File: config.mk
export PLATFORM = sky130hd
export DESIGN_NAME = cor_regs
export DESIGN_NICKNAME = d
export VERILOG_FILES = /design/src/logic/cor_pkg.sv /design/src/logic/cor_regs.sv
export SDC_FILE = /design/constraint.sdc
export NUM_CORES = 1
export LEC_CHECK = 0
export BUFFER_PORTS_ARGS = -buffer_cell sky130_fd_sc_hd__buf_2
export CAP_MARGIN = 20
export CORE_ASPECT_RATIO = 1.5
export CORE_UTILIZATION = 50
export CTS_CLUSTER_SIZE = 40
export DETAILED_ROUTE_END_ITERATION = 6
export GPL_ROUTABILITY_DRIVEN = 1
export PLACE_DENSITY = 0.82
export SYNTH_ARGS = -nofsm -noshare
export SYNTH_HDL_FRONTEND = slang
export SYNTH_SLANG_ARGS = --single-unit
File: constraint.sdc
create_clock -name clk_sys -period 2.5 [get_ports clk_sys]
set_input_delay 0.375 -clock clk_sys [delete_from_list [all_inputs] [get_ports clk_sys]]
set_output_delay 0.375 -clock clk_sys [all_outputs]
set_load 0.1 [all_outputs]
File: src/logic/cor_pkg.sv
package cor_pkg;

  localparam int          COR_ADDR_W     = 8;
  localparam int          COR_DATA_W     = 8;

  localparam logic [7:0]  COR_OFS_REV    = 8'h09;
  localparam logic [7:0]  COR_OFS_OPT    = 8'h0a;
  localparam logic [7:0]  COR_OFS_ST1    = 8'h0b;
  localparam logic [7:0]  COR_OFS_ST2    = 8'h0c;

  localparam logic [7:0]  COR_REV_RST    = 8'hf6;
  localparam logic [3:0]  COR_VLIM_MAX   = 4'ha;

  localparam logic [11:0] COR_ILIM_OFS_MA  = 12'h1f4;
  localparam logic [11:0] COR_ILIM_STEP_MA = 12'h064;
  localparam logic [12:0] COR_VLIM_OFS_MV  = 13'h1194;
  localparam logic [12:0] COR_VLIM_STEP_MV = 13'h0064;

  typedef enum logic [2:0] {
    COR_CHG_IDLE   = 3'h0,
    COR_CHG_TRKL   = 3'h1,
    COR_CHG_PRE    = 3'h2,
    COR_CHG_CC     = 3'h3,
    COR_CHG_CV     = 3'h4,
    COR_CHG_TOPOFF = 3'h5,
    COR_CHG_DONE   = 3'h6,
    COR_CHG_RSVD   = 3'h7
  } cor_chg_t;

  typedef enum logic [2:0] {
    COR_SRC_NONE = 3'h0,
    COR_SRC_SDP  = 3'h1,
    COR_SRC_CDP  = 3'h2,
    COR_SRC_DCP  = 3'h3,
    COR_SRC_WEAK = 3'h4,
    COR_SRC_UNK  = 3'h5,
    COR_SRC_NSTD = 3'h6,
    COR_SRC_REV  = 3'h7
  } cor_src_t;

  typedef enum logic [1:0] {
    COR_OPT_OFF  = 2'h0,
    COR_OPT_BUSY = 2'h1,
    COR_OPT_DONE = 2'h2,
    COR_OPT_RSVD = 2'h3
  } cor_opt_t;

  typedef struct packed {
    logic                  wr;
    logic                  rd;
    logic [COR_ADDR_W-1:0] addr;
    logic [COR_DATA_W-1:0] wdata;
  } cor_bus_t;

  typedef struct packed {
    logic [3:0] reverse_current_limit;
    logic [3:0] reverse_voltage_target;
  } cor_rev_t;

  typedef struct packed {
    logic [4:0] optimized_current_in_use;
    logic       input_current_reg_active;
    logic       input_voltage_reg_active;
    logic       thermal_reg_active;
    cor_chg_t   charge_state;
    logic       power_good_state;
    cor_src_t   input_source_type;
    cor_opt_t   optimizer_state;
    logic       min_system_reg_active;
  } cor_status_t;

  typedef struct packed {
    cor_status_t s1;
    cor_status_t s2;
    cor_status_t s3;
    cor_status_t view;
    cor_rev_t    rev;
    logic        wd_prev;
    logic [7:0]  rd_data;
    logic [3:0]  vlim_eff;
    logic [11:0] ilim_ma;
    logic [12:0] vreg_mv;
  } cor_state_t;

endpackage

File: src/logic/cor_regs.sv
// Chosen here: the address-and-strobe port.
`timescale 1ns/1ps
// Function
// - reverse current limit code, 100 mA steps over 0.5 A, default 2.0 A
// - reverse voltage code, 100 mV steps over 4.5 V, default 5.1 V
// - voltage codes above ah act as 5.5 V target
// - reverse control register resets to f6h on reset, register reset, watchdog
// - optimized input current field reads 5-bit limit, 500 mA offset
// - reserved bits always read zero
// - input current regulation bit reads live limiting state
// - input voltage regulation bit reads live regulation state
// - thermal regulation bit reads live thermal loop state
// - watchdog bit reads one once host watchdog expired
// - charge state field reads 3-bit charge phase code
// - input source field reads 3-bit source detection code
// - optimizer state field reads 2-bit optimizer code
// - minimum system bit reads one while system rail held at minimum
module cor_regs
  import cor_pkg::*;
(
  input  wire logic        clk_sys,
  input  wire logic        reset,
  input  wire cor_bus_t    bus,
  output logic [7:0]       rd_data_ff,
  input  wire cor_status_t status_in,
  input  wire logic        watchdog_expired,
  input  wire logic        reg_reset_req,
  output logic [3:0]       reverse_current_limit_ff,
  output logic [3:0]       reverse_voltage_target_ff,
  output logic [11:0]      reverse_current_ma_ff,
  output logic [12:0]      reverse_voltage_mv_ff
);

  cor_state_t st_ff;
  cor_state_t nxt_st;
  logic       wd_rise;

  assign wd_rise = watchdog_expired & ~st_ff.wd_prev;

  always_comb begin
    nxt_st = st_ff;
    // analog status crosses in; a word is taken only once two stages agree
    nxt_st.s1 = status_in;
    nxt_st.s2 = st_ff.s1;
    nxt_st.s3 = st_ff.s2;
    if (st_ff.s2 == st_ff.s3) begin
      nxt_st.view = st_ff.s3;
    end
    nxt_st.wd_prev = watchdog_expired;
    // only the control register takes writes; status offsets fall through
    if (bus.wr && bus.addr == COR_OFS_REV) begin
      nxt_st.rev = cor_rev_t'(bus.wdata);
    end
    // restore beats a write in the same cycle
    if (reg_reset_req || wd_rise) begin
      nxt_st.rev = cor_rev_t'(COR_REV_RST);
    end
    // stored code reads back as written; only the target is clamped
    if (st_ff.rev.reverse_voltage_target > COR_VLIM_MAX) begin
      nxt_st.vlim_eff = COR_VLIM_MAX;
    end else begin
      nxt_st.vlim_eff = st_ff.rev.reverse_voltage_target;
    end
    nxt_st.ilim_ma = 12'(COR_ILIM_OFS_MA
                     + COR_ILIM_STEP_MA * {8'h00, st_ff.rev.reverse_current_limit});
    nxt_st.vreg_mv = 13'(COR_VLIM_OFS_MV
                     + COR_VLIM_STEP_MV * {9'h000, st_ff.vlim_eff});
    nxt_st.rd_data = 8'h00;
    if (bus.rd) begin
      case (bus.addr)
        COR_OFS_REV: begin
          nxt_st.rd_data = st_ff.rev;
        end
        COR_OFS_OPT: begin
          nxt_st.rd_data = {3'h0, st_ff.view.optimized_current_in_use};
        end
        COR_OFS_ST1: begin
          nxt_st.rd_data = {1'b0,
                            st_ff.view.input_current_reg_active,
                            st_ff.view.input_voltage_reg_active,
                            st_ff.view.thermal_reg_active,
                            watchdog_expired,
                            st_ff.view.charge_state};
        end
        COR_OFS_ST2: begin
          nxt_st.rd_data = {st_ff.view.power_good_state,
                            st_ff.view.input_source_type,
                            1'b0,
                            st_ff.view.optimizer_state,
                            st_ff.view.min_system_reg_active};
        end
        default: begin
          nxt_st.rd_data = 8'h00;
        end
      endcase
    end
  end

  always_ff @(posedge clk_sys) begin
    if (reset) begin
      st_ff          <= '0;
      st_ff.rev      <= cor_rev_t'(COR_REV_RST);
      st_ff.vlim_eff <= COR_REV_RST[3:0];
      st_ff.ilim_ma  <= 12'h7d0;
      st_ff.vreg_mv  <= 13'h13ec;
    end else begin
      st_ff <= nxt_st;
    end
  end

  assign rd_data_ff                = st_ff.rd_data;
  assign reverse_current_limit_ff  = st_ff.rev.reverse_current_limit;
  assign reverse_voltage_target_ff = st_ff.rev.reverse_voltage_target;
  assign reverse_current_ma_ff     = st_ff.ilim_ma;
  assign reverse_voltage_mv_ff     = st_ff.vreg_mv;

  logic rd_rev;
  logic rd_opt;
  logic rd_st1;
  logic rd_st2;

  assign rd_rev = bus.rd && bus.addr == COR_OFS_REV;
  assign rd_opt = bus.rd && bus.addr == COR_OFS_OPT;
  assign rd_st1 = bus.rd && bus.addr == COR_OFS_ST1;
  assign rd_st2 = bus.rd && bus.addr == COR_OFS_ST2;
endmodule // cor_regs

Word level (Yosys, flattened, before mapping)

Index checks and enable logic that the tools add are counted.
W data, S select, Z words.

Magnitude comparators: 1
Reduce and logical (&&, ||, !) cells: 5
Equality and inequality tests: 5
Bitwise gates (word level): 3
Multipliers: 2
Mux-type cells: 2
$add $sub $neg: 2

Operators with widths:

| operator                 | number |
|---|---|
| $eq A8 B4 Y1 const B     | 4 |
| $pmux W8 S4              | 1 |
| $eq A18 B18 Y1           | 1 |
| $mul A5 B4 Y9 const A    | 2 |
| $add A13 B11 Y13 const A | 1 |
| $add A9 B11 Y12 const A  | 1 |
| $reduce_or A2 Y1         | 3 |
| $gt A4 B4 Y1 const B     | 1 |
| $mux W4                  | 1 |
| $not A1 Y1               | 2 |
| $and A1 B1 Y1            | 1 |
| $logic_and A1 B1 Y1      | 1 |
| $logic_or A1 B1 Y1       | 1 |

Bits of input ports: 40
Word-level logic and storage cells: 64
Output and inout port bits: 41
Bits in registers: 118

Longest topological paths before layout

Gate-level depths: netlist of the first run.

Depth in word-level cells: 4
Mapped depth: 9
Gate-level depth less buffers: 9

Worst setup path before layout of the first run

No wires, ideal clock.

Path kind: reg2reg
Start: reg st_ff[27] in the netlist's numbering
End: reg st_ff, in the netlist reverse_voltage_mv_ff[10]
Buffers on the path: 0
Clock period less this slack: 2076 ps
Required time: 2430 ps
Setup time: 70 ps
Cell stages (with the launch flop): 9
Setup slack: 424 ps
Arrival: 2006 ps
Path through: dfxtp_1 inv_1 ha_1 inv_1 fa_1 a31oi_1 xnor2_1 or3_1 a21oi_1

Word-level cells in the longest chain between the ends: 2

RTL lines:

| element                | line            | text |
|---|---|---|
| from (decl)            | cor_regs.sv:34  | `cor_state_t st_ff;` |
| from (signal assigned) | cor_regs.sv:107 | `st_ff <= nxt_st;` |
| $mul A5 B4 Y9          | cor_regs.sv:67  | `+ COR_VLIM_STEP_MV * {9'h000, st_ff.vlim_eff});` |
| $add A13 B11 Y13       | cor_regs.sv:67  |  |

No other way between the ends.
A chain may end at the register's enable or synchronous reset.

Worst setup path after layout of the first run

Start: reg st_ff[27] in the netlist's numbering
End: reg st_ff, in the netlist reverse_voltage_mv_ff[9]

Same word-level chain as after synthesis.

==> flow_summary_export.csv, run 1 <==
group,metric,value,unit
global_route,grt_pass1_vias,3076,
placed_design,dp_slack,246,ps
detailed_routing,viasPerCell,4.93,
synthesis,yosys_warnings,0,
timing,tns,0,ps
cts,clock-sinks,113,
synthesis,yosys_register_bits,113,
cts,path_clk_slew,50,ps
synthesis,seq_area_frac_synth,46.8,%
worst_hold_path,hp-start,"status_in[2]",
layout,final_common_cell,"dfxtp_1",
power_and_ir_drop,peakVddDrop,608,uV
cts,numCtsBuffers,17,
global_route,use_met3,8.70,%
worst_setup_path,worst_r2r_endpoint,"reverse_voltage_mv_ff[9]",
worst_setup_path,rrSetupSlack,180,ps
worst_hold_path,hold_depth,2,
cts,clockBufferDepth,2,
layout,fin_nets,581,
global_route,grt_use_met1,17.5,%
detailed_routing,drc,0,
timing,finalHoldWorstSlack,174,ps
floorplan,start_util,51.9,%
power_and_ir_drop,finalPower,4.47,mW
worst_setup_path,arrival,2610,ps
status,run_status,"complete, no violations",
placed_design,dp.cells,612,
job,max_cap_violations,0,
timing,grt_setup_unrepaired,"false",
synthesis,synthTopCellsByArea,"dfxtp_1, nor2b_1, buf_4",
detailed_routing,wl_per_cell,13.4,um
worst_setup_path,crit_path_end_kind,"flip-flop",
synthesis,async_reset_ff_share,0,%
global_route,grt.overflow.total,0,
layout,final_cell_mix,"dfxtp_1, buf_2, nor2b_1",
global_route,grt_start_max_net_pins,64,
timing,finalCritPeriodShare,92.8,%
cts,cts_root_buffer,"clkbuf_16",
floorplan,die_area,10100,um^2
synthesis,netlist_instances,475,
placed_design,port_buffers,75,
worst_setup_path,worstPathRequired,2790,ps
synthesis,synth_flop_cell,"dfxtp_1",
detailed_routing,num_vias,3159,
global_route,grt_pass1_wl,13900,um
floorplan,die_h,122,um
cts,cts_repair_resize_count,0,
timing,min_period,2320,ps
timing,finalMaxSlewViolations,0,
cts,clk_latency,410,ps
detailed_routing,first_pass_iters,5,
timing,fmax,431,MHz
floorplan,pin_count,81,
worst_setup_path,path_class,"flip-flop to flip-flop",
cts,postCtsHoldBufs,0,
worst_setup_path,critPathLaunchType,"flip-flop",
synthesis,synth_top_area_share,46.8,%
cts,cts_tree,"yes",
detailed_routing,wl,8580,um
worst_setup_path,worstPathMaxFanout,6,
global_route,grt-busiest-layer,"met2",
timing,final-hold-violation-count,0,
power_and_ir_drop,powerDensity,797,nW/um^2
global_route,grt_util_met2,33.9,%
cts,htree_levels,4,
layout,antenna_cells,0,
worst_hold_path,worstHoldEndpoint,"nxt_st[84]",
synthesis,ys_types,45,
synthesis,synth_top_area_cell,"dfxtp_1",
detailed_routing,ant_nets,0,
layout,synthToLayoutAreaGrowth,16.1,%
timing,skew,7.40,ps
worst_hold_path,min_path_type,"input pin to flip-flop",
synthesis,synth.avg_cell_area,10.2,um^2
placed_design,dp_hpwl,6190,um
floorplan,die_w,82.2,um
cts,post_cts_buffers,0,
global_route,antenna_found_initial,0,
placed_design,place_congestion,0.892,
power_and_ir_drop,p_leak,2.39,nW
layout,final_cells,641,
timing,fin_ws,179,ps
worst_setup_path,reg2reg_from,"st_ff[27]",
floorplan,core,9310,um^2
layout,drive_above_1_share,22.5,%
floorplan,num_rows,43,
detailed_routing,drt-initial-drc-count,161,
synthesis,syn-cell-area,4830,um^2
synthesis,synth-edff-count,0,
worst_setup_path,r2r_cells,8,
timing,setup_viol,0,
global_route,gr-usage-all-layers,19.2,%
[worst max-delay path by stage]
stage               slack [ps]                   endpoint  depth (start not counted)  startpoint
global placement           350  reverse_voltage_mv_ff[10]                          8   st_ff[27]
floorplan                  420  reverse_voltage_mv_ff[10]                          8   st_ff[27]
finish                     180   reverse_voltage_mv_ff[9]                          8   st_ff[27]
global route                50  reverse_voltage_mv_ff[10]                          8   st_ff[27]
detailed placement         250  reverse_voltage_mv_ff[10]                          8   st_ff[27]
CTS                        210   reverse_voltage_mv_ff[9]                          8   st_ff[27]
[metal layers]
metal / part of all wire (%) / wire, um
met1: 38 / 3270
met2: 54 / 4640
met3: 4.0 / 342
met4: 3.9 / 337
met5: 0 / 0
[Yosys cell counts, types with 3 or more instances]
cell type  count
inv_1         12
mux2i_1       18
nor4_1         3
clkbuf_1      15
xor2_1        24
a222oi_1       4
a21boi_0       3
nor2b_1       61
nor3_1         4
a22oi_1        3
o21ai_0        4
xnor2_1       12
nor4_2         3
a22o_1         4
nand2b_1      45
nor2_1        16
dfxtp_1      113
nand3_1       16
buf_4         41
ha_1          20
a21oi_1        8
nand2_1       13
[worst max-delay path, stage by stage (launching register included)]
cell and delay [ps]:
dfxtp_1 440, inv_1 100, ha_1 280, inv_1 60, fa_1 470, xor2_1 220
nor3_1 350, xnor2_1 190, nand2b_1 90
[state kept, by name, summed over array words and instances (netlist names)]
name,cells
reverse_current_limit_ff,4
st_ff,41
rd_data_ff,8
reverse_voltage_target_ff,4
nxt_st,36
reverse_voltage_mv_ff,10
reverse_current_ma_ff,10
[kinds of logic (layout without fill, tap and decap cells)]
group	Yosys count	after routing	share of synthesized area (%)
compound gates	35	35	5.13
xor+xnor	36	36	6.53
fa+ha+maj	22	22	6.01
buf+inv	72	123	9.46
flops	113	113	46.8
mux	18	18	3.73
other cells	2	5	0.155
simple gates	177	177	22.2
[final cells by class]
cell class | count | area, um^2
fill | 748 | 3700
sequential | 113 | 2260
tap | 112 | 140
clock inverter | 9 | 134
clock buffer | 20 | 467
timing repair buffer | 82 | 428
multi-input combinational | 293 | 2130
inverter | 12 | 45.0
[where the power goes]
part	switching [mW]	total, mW	internal [mW]
clock network	0.785	2.41	1.62
logic	0.118	0.203	0.0845
registers	0.0157	1.86	1.84
total	0.918	4.47	3.55
[stage by stage]
stage	area, um^2	util, %
CTS	5610	60.2
global route	5610	60.2
detailed placement	5010	53.8
global placement	5010	53.8
finish	5610	60.2
floorplan	4840	-
(Power assumes the default switching activity.)
==> inputs of run 2 (changes only) <==
--- a/config.mk
+++ b/config.mk
@@ -8,5 +8,4 @@
 export BUFFER_PORTS_ARGS = -buffer_cell sky130_fd_sc_hd__buf_2
-export CAP_MARGIN = 20
 export CORE_ASPECT_RATIO = 1.5
-export CORE_UTILIZATION = 50
+export CORE_UTILIZATION = 56
 export CTS_CLUSTER_SIZE = 40
@@ -14,3 +13,3 @@
 export GPL_ROUTABILITY_DRIVEN = 1
-export PLACE_DENSITY = 0.82
+export PLACE_DENSITY = 0.89
 export SYNTH_ARGS = -nofsm -noshare
==> constraint.sdc (replaced) <==
create_clock -name clk_sys -period 2.5 [get_ports clk_sys]
set_input_delay 0.5 -clock clk_sys [delete_from_list [all_inputs] [get_ports clk_sys]]
set_output_delay 0.5 -clock clk_sys [all_outputs]
set_load 0.1 [all_outputs]
==> run 2 against run 1 <==
Fmax decreased by 1.6%; routed wire length increased by 7.3%; die area fell by 11%; largest power group unchanged.
==> flow_summary_export.csv, run 2 (same netlist as run 1, synthesis figures left out) <==
group,metric,value,unit
status,run_status,"complete, no violations",
global_route,grt_start_max_net_pins,53,
floorplan,pin_count,81,
worst_setup_path,worstPathMaxFanout,4,
worst_setup_path,critical_path_buf_inv_count,0,
placed_design,dp.cells,607,
global_route,grt.overflow.total,0,
cts,htree_levels,4,
layout,final_common_cell,"dfxtp_1",
worst_setup_path,critPathTopFamily,"adder cells",
floorplan,die_h,116,um
timing,final-hold-violation-count,0,
layout,antenna_cells,0,
job,max_cap_violations,0,
detailed_routing,first_pass_iters,4,
cts,clockBufferDepth,2,
worst_setup_path,slowest_stage,"fa_1",
worst_setup_path,path_class,"flip-flop to flip-flop",
layout,largest_reg_flops,41,
global_route,antenna_found_initial,0,
detailed_routing,drt-initial-drc-count,149,
floorplan,die_area,9010,um^2
layout,top_register,"st_ff",
global_route,gr-usage-all-layers,22.7,%
layout,synthToLayoutAreaGrowth,15.7,%
placed_design,place_congestion,0.940,
power_and_ir_drop,finalPower,4.38,mW
layout,final_cells,638,
detailed_routing,wl_per_cell,14.4,um
floorplan,core,8410,um^2
timing,min_period,2360,ps
timing,tns,0,ps
detailed_routing,drc,0,
detailed_routing,wl,9210,um
timing,skew,7.29,ps
worst_setup_path,cpPeakStageDelay,440,ps
global_route,grt_pass1_vias,3288,
timing,grt_setup_unrepaired,"false",
floorplan,start_util,57.4,%
timing,fmax,424,MHz
detailed_routing,num_vias,3227,
timing,finalMaxSlewViolations,0,
placed_design,dp_hpwl,6290,um
timing,finalCritPeriodShare,94.3,%
worst_setup_path,critPathLaunchType,"flip-flop",
layout,final_cell_mix,"dfxtp_1, buf_2, nor2b_1",
worst_setup_path,crit_path_end_kind,"flip-flop",
layout,drive_above_1_share,23.2,%
power_and_ir_drop,powerDensity,783,nW/um^2
cts,clk_latency,420,ps
worst_setup_path,arrival,2690,ps
detailed_routing,viasPerCell,5.06,
worst_setup_path,cp_cell_sequence,"ha_1, ha_1, fa_1, a31oi_1, xnor2_1, or3_1, a21oi_1",
layout,nFillCells,624,
floorplan,die_w,77.8,um
worst_setup_path,critPathMostFrequentCell,"ha_1",
worst_hold_path,min_path_type,"input pin to flip-flop",
placed_design,port_buffers,75,
detailed_routing,ant_nets,0,
global_route,grt_pass1_wl,15100,um
timing,finalHoldWorstSlack,291,ps
cts,postCtsHoldBufs,0,
layout,final_util,66.4,%
timing,setup_viol,0,
power_and_ir_drop,peakVddDrop,582,uV
layout,seqCellArea,2260,um^2
power_and_ir_drop,p_leak,2.39,nW
floorplan,num_rows,41,
layout,multi_input_comb_area,2140,um^2
layout,fin_nets,581,
cts,cts_tree,"yes",
cts,numCtsBuffers,17,
worst_setup_path,worstPathRequired,2840,ps
cts,path_clk_slew,50,ps
cts,cts_root_buffer,"clkbuf_16",
cts,clock-sinks,113,
[run 2: cell types whose count changed in the layout (fill, tap and decap cells not counted)]
| cell | delta |
|---|---|
| dfxtp_1 | -1 |
| dfxtp_2 | +1 |
| xor2_1 | -1 |
| clkinv_4 | +3 |
| inv_6 | +1 |
| clkinvlp_4 | -2 |
| clkinv_2 | +3 |
| bufinv_16 | -1 |
| clkbuf_8 | -2 |
| xor2_2 | +1 |
[run 2: worst register-to-register path: stages (launching register included)]
cell and delay (ps):
dfxtp_1 340, ha_1 330, ha_1 240, fa_1 440
a31oi_1 220, xnor2_1 140, or3_1 420, a21oi_1 170
[run 2: final timing paths]
path / startpoint / to / slack [ps] / cells past startpoint
setup / recovery: st_ff[25] / reverse_voltage_mv_ff[10] / 140 / 7
hold / removal: status_in[5] / nxt_st[87] / 290 / 2
setup reg to reg: st_ff[25] / reverse_voltage_mv_ff[10] / 140 / 7
hold reg to reg: nxt_st[85] / nxt_st[67] / 430 / 1
[run 2: cell type report]
cell class	count	share of cell area (%)
Inverter	12	0.806
Multi-Input combinational cell	293	38.3
Sequential cell	113	40.5
Clock buffer	18	7.86
Clock inverter	13	2.49
Tap cell	107	2.40
Timing Repair Buffer	82	7.66
[run 2: timing repair]
| action | CTS | global route |
|---|---|---|
| buffers inserted | 0 | 0 |
| gates resized for setup | 0 | 2 |
| setup endpoints to repair | 0 | 1 |
[run 2: stage by stage]
stage	instance area, um^2	setup slack, ps
4_1_cts	5580	39.9
3_3_place_gp	5000	360
2_1_floorplan	4840	424
5_1_grt	5590	7.20
3_5_place_dp	5000	198
6_report	5590	142
[run 2: power breakdown]
part           switching [mW]  leakage, nW  total (mW)  internal [mW]
clock network           0.831        0.282        2.31           1.48
registers              0.0174        0.920        1.86           1.84
logic                   0.120         1.19       0.204         0.0845
total                   0.968         2.39        4.38           3.41
[run 2: layer usage]
layer / up-vias / part of all wire [%] / global-route usage, %
li1: 1603 / - / -
met4: 0 / 5.4 / 18.4
met2: 102 / 54 / 42.2
met3: 34 / 4.0 / 6.06
met5: - / 0 / 0
met1: 1488 / 36 / 20.4
==> inputs of run 3 (changes only) <==
Settings changed: SETUP_SLACK_MARGIN from default to 0.4.
==> run 3 against run 2 <==
Critical path depth up 2; worst hold slack improved by 2.8 ps; flip-flop and latch count is the same; sequential power barely moved; combinational power up 2%.
==> flow_summary_export.csv, run 3 (same netlist as run 1, synthesis figures left out) <==
group,metric,value,unit
status,run_status,"complete, no violations",
layout,fin_nets,589,
floorplan,die_area,9010,um^2
cts,path_clk_slew,50,ps
timing,finalCritPeriodShare,85.5,%
timing,setup_viol,0,
global_route,grt_pass1_vias,3327,
power_and_ir_drop,powerDensity,748,nW/um^2
placed_design,dp.cells,607,
detailed_routing,drt-initial-drc-count,221,
placed_design,place_congestion,0.940,
detailed_routing,ant_nets,0,
global_route,grt_start_max_net_pins,53,
worst_setup_path,worstPathRequired,2800,ps
power_and_ir_drop,p_leak,2.46,nW
cts,clockBufferDepth,2,
floorplan,start_util,57.4,%
worst_hold_path,hp-start,"status_in[5]",
detailed_routing,drc,0,
floorplan,num_rows,41,
layout,synthToLayoutAreaGrowth,21.1,%
layout,final_common_cell,"dfxtp_1",
timing,grt_setup_unrepaired,"true",
placed_design,dp_hpwl,6290,um
worst_setup_path,r2r_cells,9,
worst_setup_path,critPathLaunchType,"flip-flop",
global_route,grt.overflow.total,0,
timing,tns,0,ps
global_route,antenna_found_initial,0,
placed_design,placedInstanceArea,5000,um^2
worst_setup_path,arrival,2440,ps
global_route,gr-usage-all-layers,23.2,%
timing,min_period,2140,ps
layout,multi_input_comb_area,2320,um^2
cts,cts_tree,"yes",
detailed_routing,viasPerCell,5.27,
worst_setup_path,rrSetupSlack,360,ps
worst_setup_path,worst_r2r_endpoint,"reverse_current_ma_ff[10]",
layout,final_util,69.5,%
worst_setup_path,reg2reg_from,"reverse_current_limit_ff[2]",
floorplan,pin_count,81,
placed_design,port_buffers,75,
floorplan,core,8410,um^2
layout,nFillCells,567,
worst_hold_path,min_path_type,"input pin to flip-flop",
cts,htree_levels,4,
layout,seqCellArea,2280,um^2
detailed_routing,num_vias,3403,
timing,fmax,468,MHz
cts,postCtsHoldBufs,0,
layout,final_cell_mix,"dfxtp_1, buf_2, nor2b_1",
layout,top_register,"st_ff",
worst_setup_path,path_class,"flip-flop to flip-flop",
timing,skew,12.0,ps
cts,clk_latency,420,ps
layout,drive_above_1_share,30.1,%
layout,final_cells,646,
worst_setup_path,crit_path_end_kind,"flip-flop",
cts,clock-sinks,113,
detailed_routing,wl,10400,um
floorplan,die_h,116,um
worst_hold_path,worstHoldEndpoint,"nxt_st[87]",
floorplan,die_w,77.8,um
power_and_ir_drop,peakVddDrop,576,uV
detailed_routing,first_pass_iters,4,
cts,cts_root_buffer,"clkbuf_16",
cts,numCtsBuffers,17,
global_route,grt_pass1_wl,15500,um
power_and_ir_drop,finalPower,4.38,mW
timing,finalMaxSlewViolations,0,
layout,finish.instance_area,5850,um^2
layout,largest_reg_flops,41,
layout,antenna_cells,0,
detailed_routing,wl_per_cell,16.2,um
job,max_cap_violations,0,
worst_hold_path,hold_depth,2,
timing,final-hold-violation-count,0,
worst_setup_path,worstPathMaxFanout,3,
run 3: changes by cell type in the layout (fill, tap and decap cells not counted), moves of 4 or more:
cell	previous run	this run
buf_4	7	14
inv_2	0	4
inv_1	12	8
ha_1	20	12
dfxtp_1	112	107
dfxtp_4	0	4
ha_4	0	7
run 3: layout make-up:
class | instances | share of cell area (%)
Sequential cell | 113 | 39.0
Clock inverter | 13 | 2.37
Inverter | 12 | 0.770
Clock buffer | 18 | 7.51
Timing Repair Buffer | 90 | 8.41
Multi-Input combinational cell | 293 | 39.7
Tap cell | 107 | 2.29
run 3: how the worst max path moves through the flow:
stage                                 from  cells past startpoint                   endpoint  slack (ps)
2_1_floorplan                    st_ff[27]                      8  reverse_voltage_mv_ff[10]         420
3_3_place_gp                     st_ff[27]                      8  reverse_voltage_mv_ff[10]         360
3_5_place_dp                     st_ff[27]                      8  reverse_voltage_mv_ff[10]         200
4_1_cts                          st_ff[25]                      7   reverse_voltage_mv_ff[9]         320
5_1_grt        reverse_current_limit_ff[2]                      9  reverse_current_ma_ff[10]         280
6_report       reverse_current_limit_ff[2]                      9  reverse_current_ma_ff[10]         360
run 3: repair_timing:
action / in CTS / in global routing
cloned: 0 / 0
hold endpoints to repair: 0 / 0
gates resized for setup: 13 / 31
setup buffers: 2 / 6
pin swaps: 7 / 15
endpoints found under the setup margin: 5 / 24
run 3: power breakdown:
group	switching [mW]	internal (mW)
logic	0.123	0.0862
clock network	0.831	1.48
registers	0.0177	1.84
run 3: worst max-delay path, cell delays in order (launching register included):
cell and delay [ps]:
dfxtp_1 340, inv_2 60, ha_1 270, inv_1 40, ha_1 190, ha_1 320, a31oi_1 260, xor2_1 270
xnor2_1 180, nand2b_1 80
run 3: metrics by stage:
step | setup WS [ps] | hold slack (ps)
floorplan | 424 | 404
global placement | 360 | 416
detailed placement | 198 | 420
CTS | 319 | 285
global route | 277 | 293
finish | 363 | 293
run 3: layer usage:
layer  part of all wire (%)  global-route usage (%)
met5                      0                       0
met4                    5.7                    17.4
met3                    4.1                    6.46
met2                     54                    43.2
met1                     36                    21.4
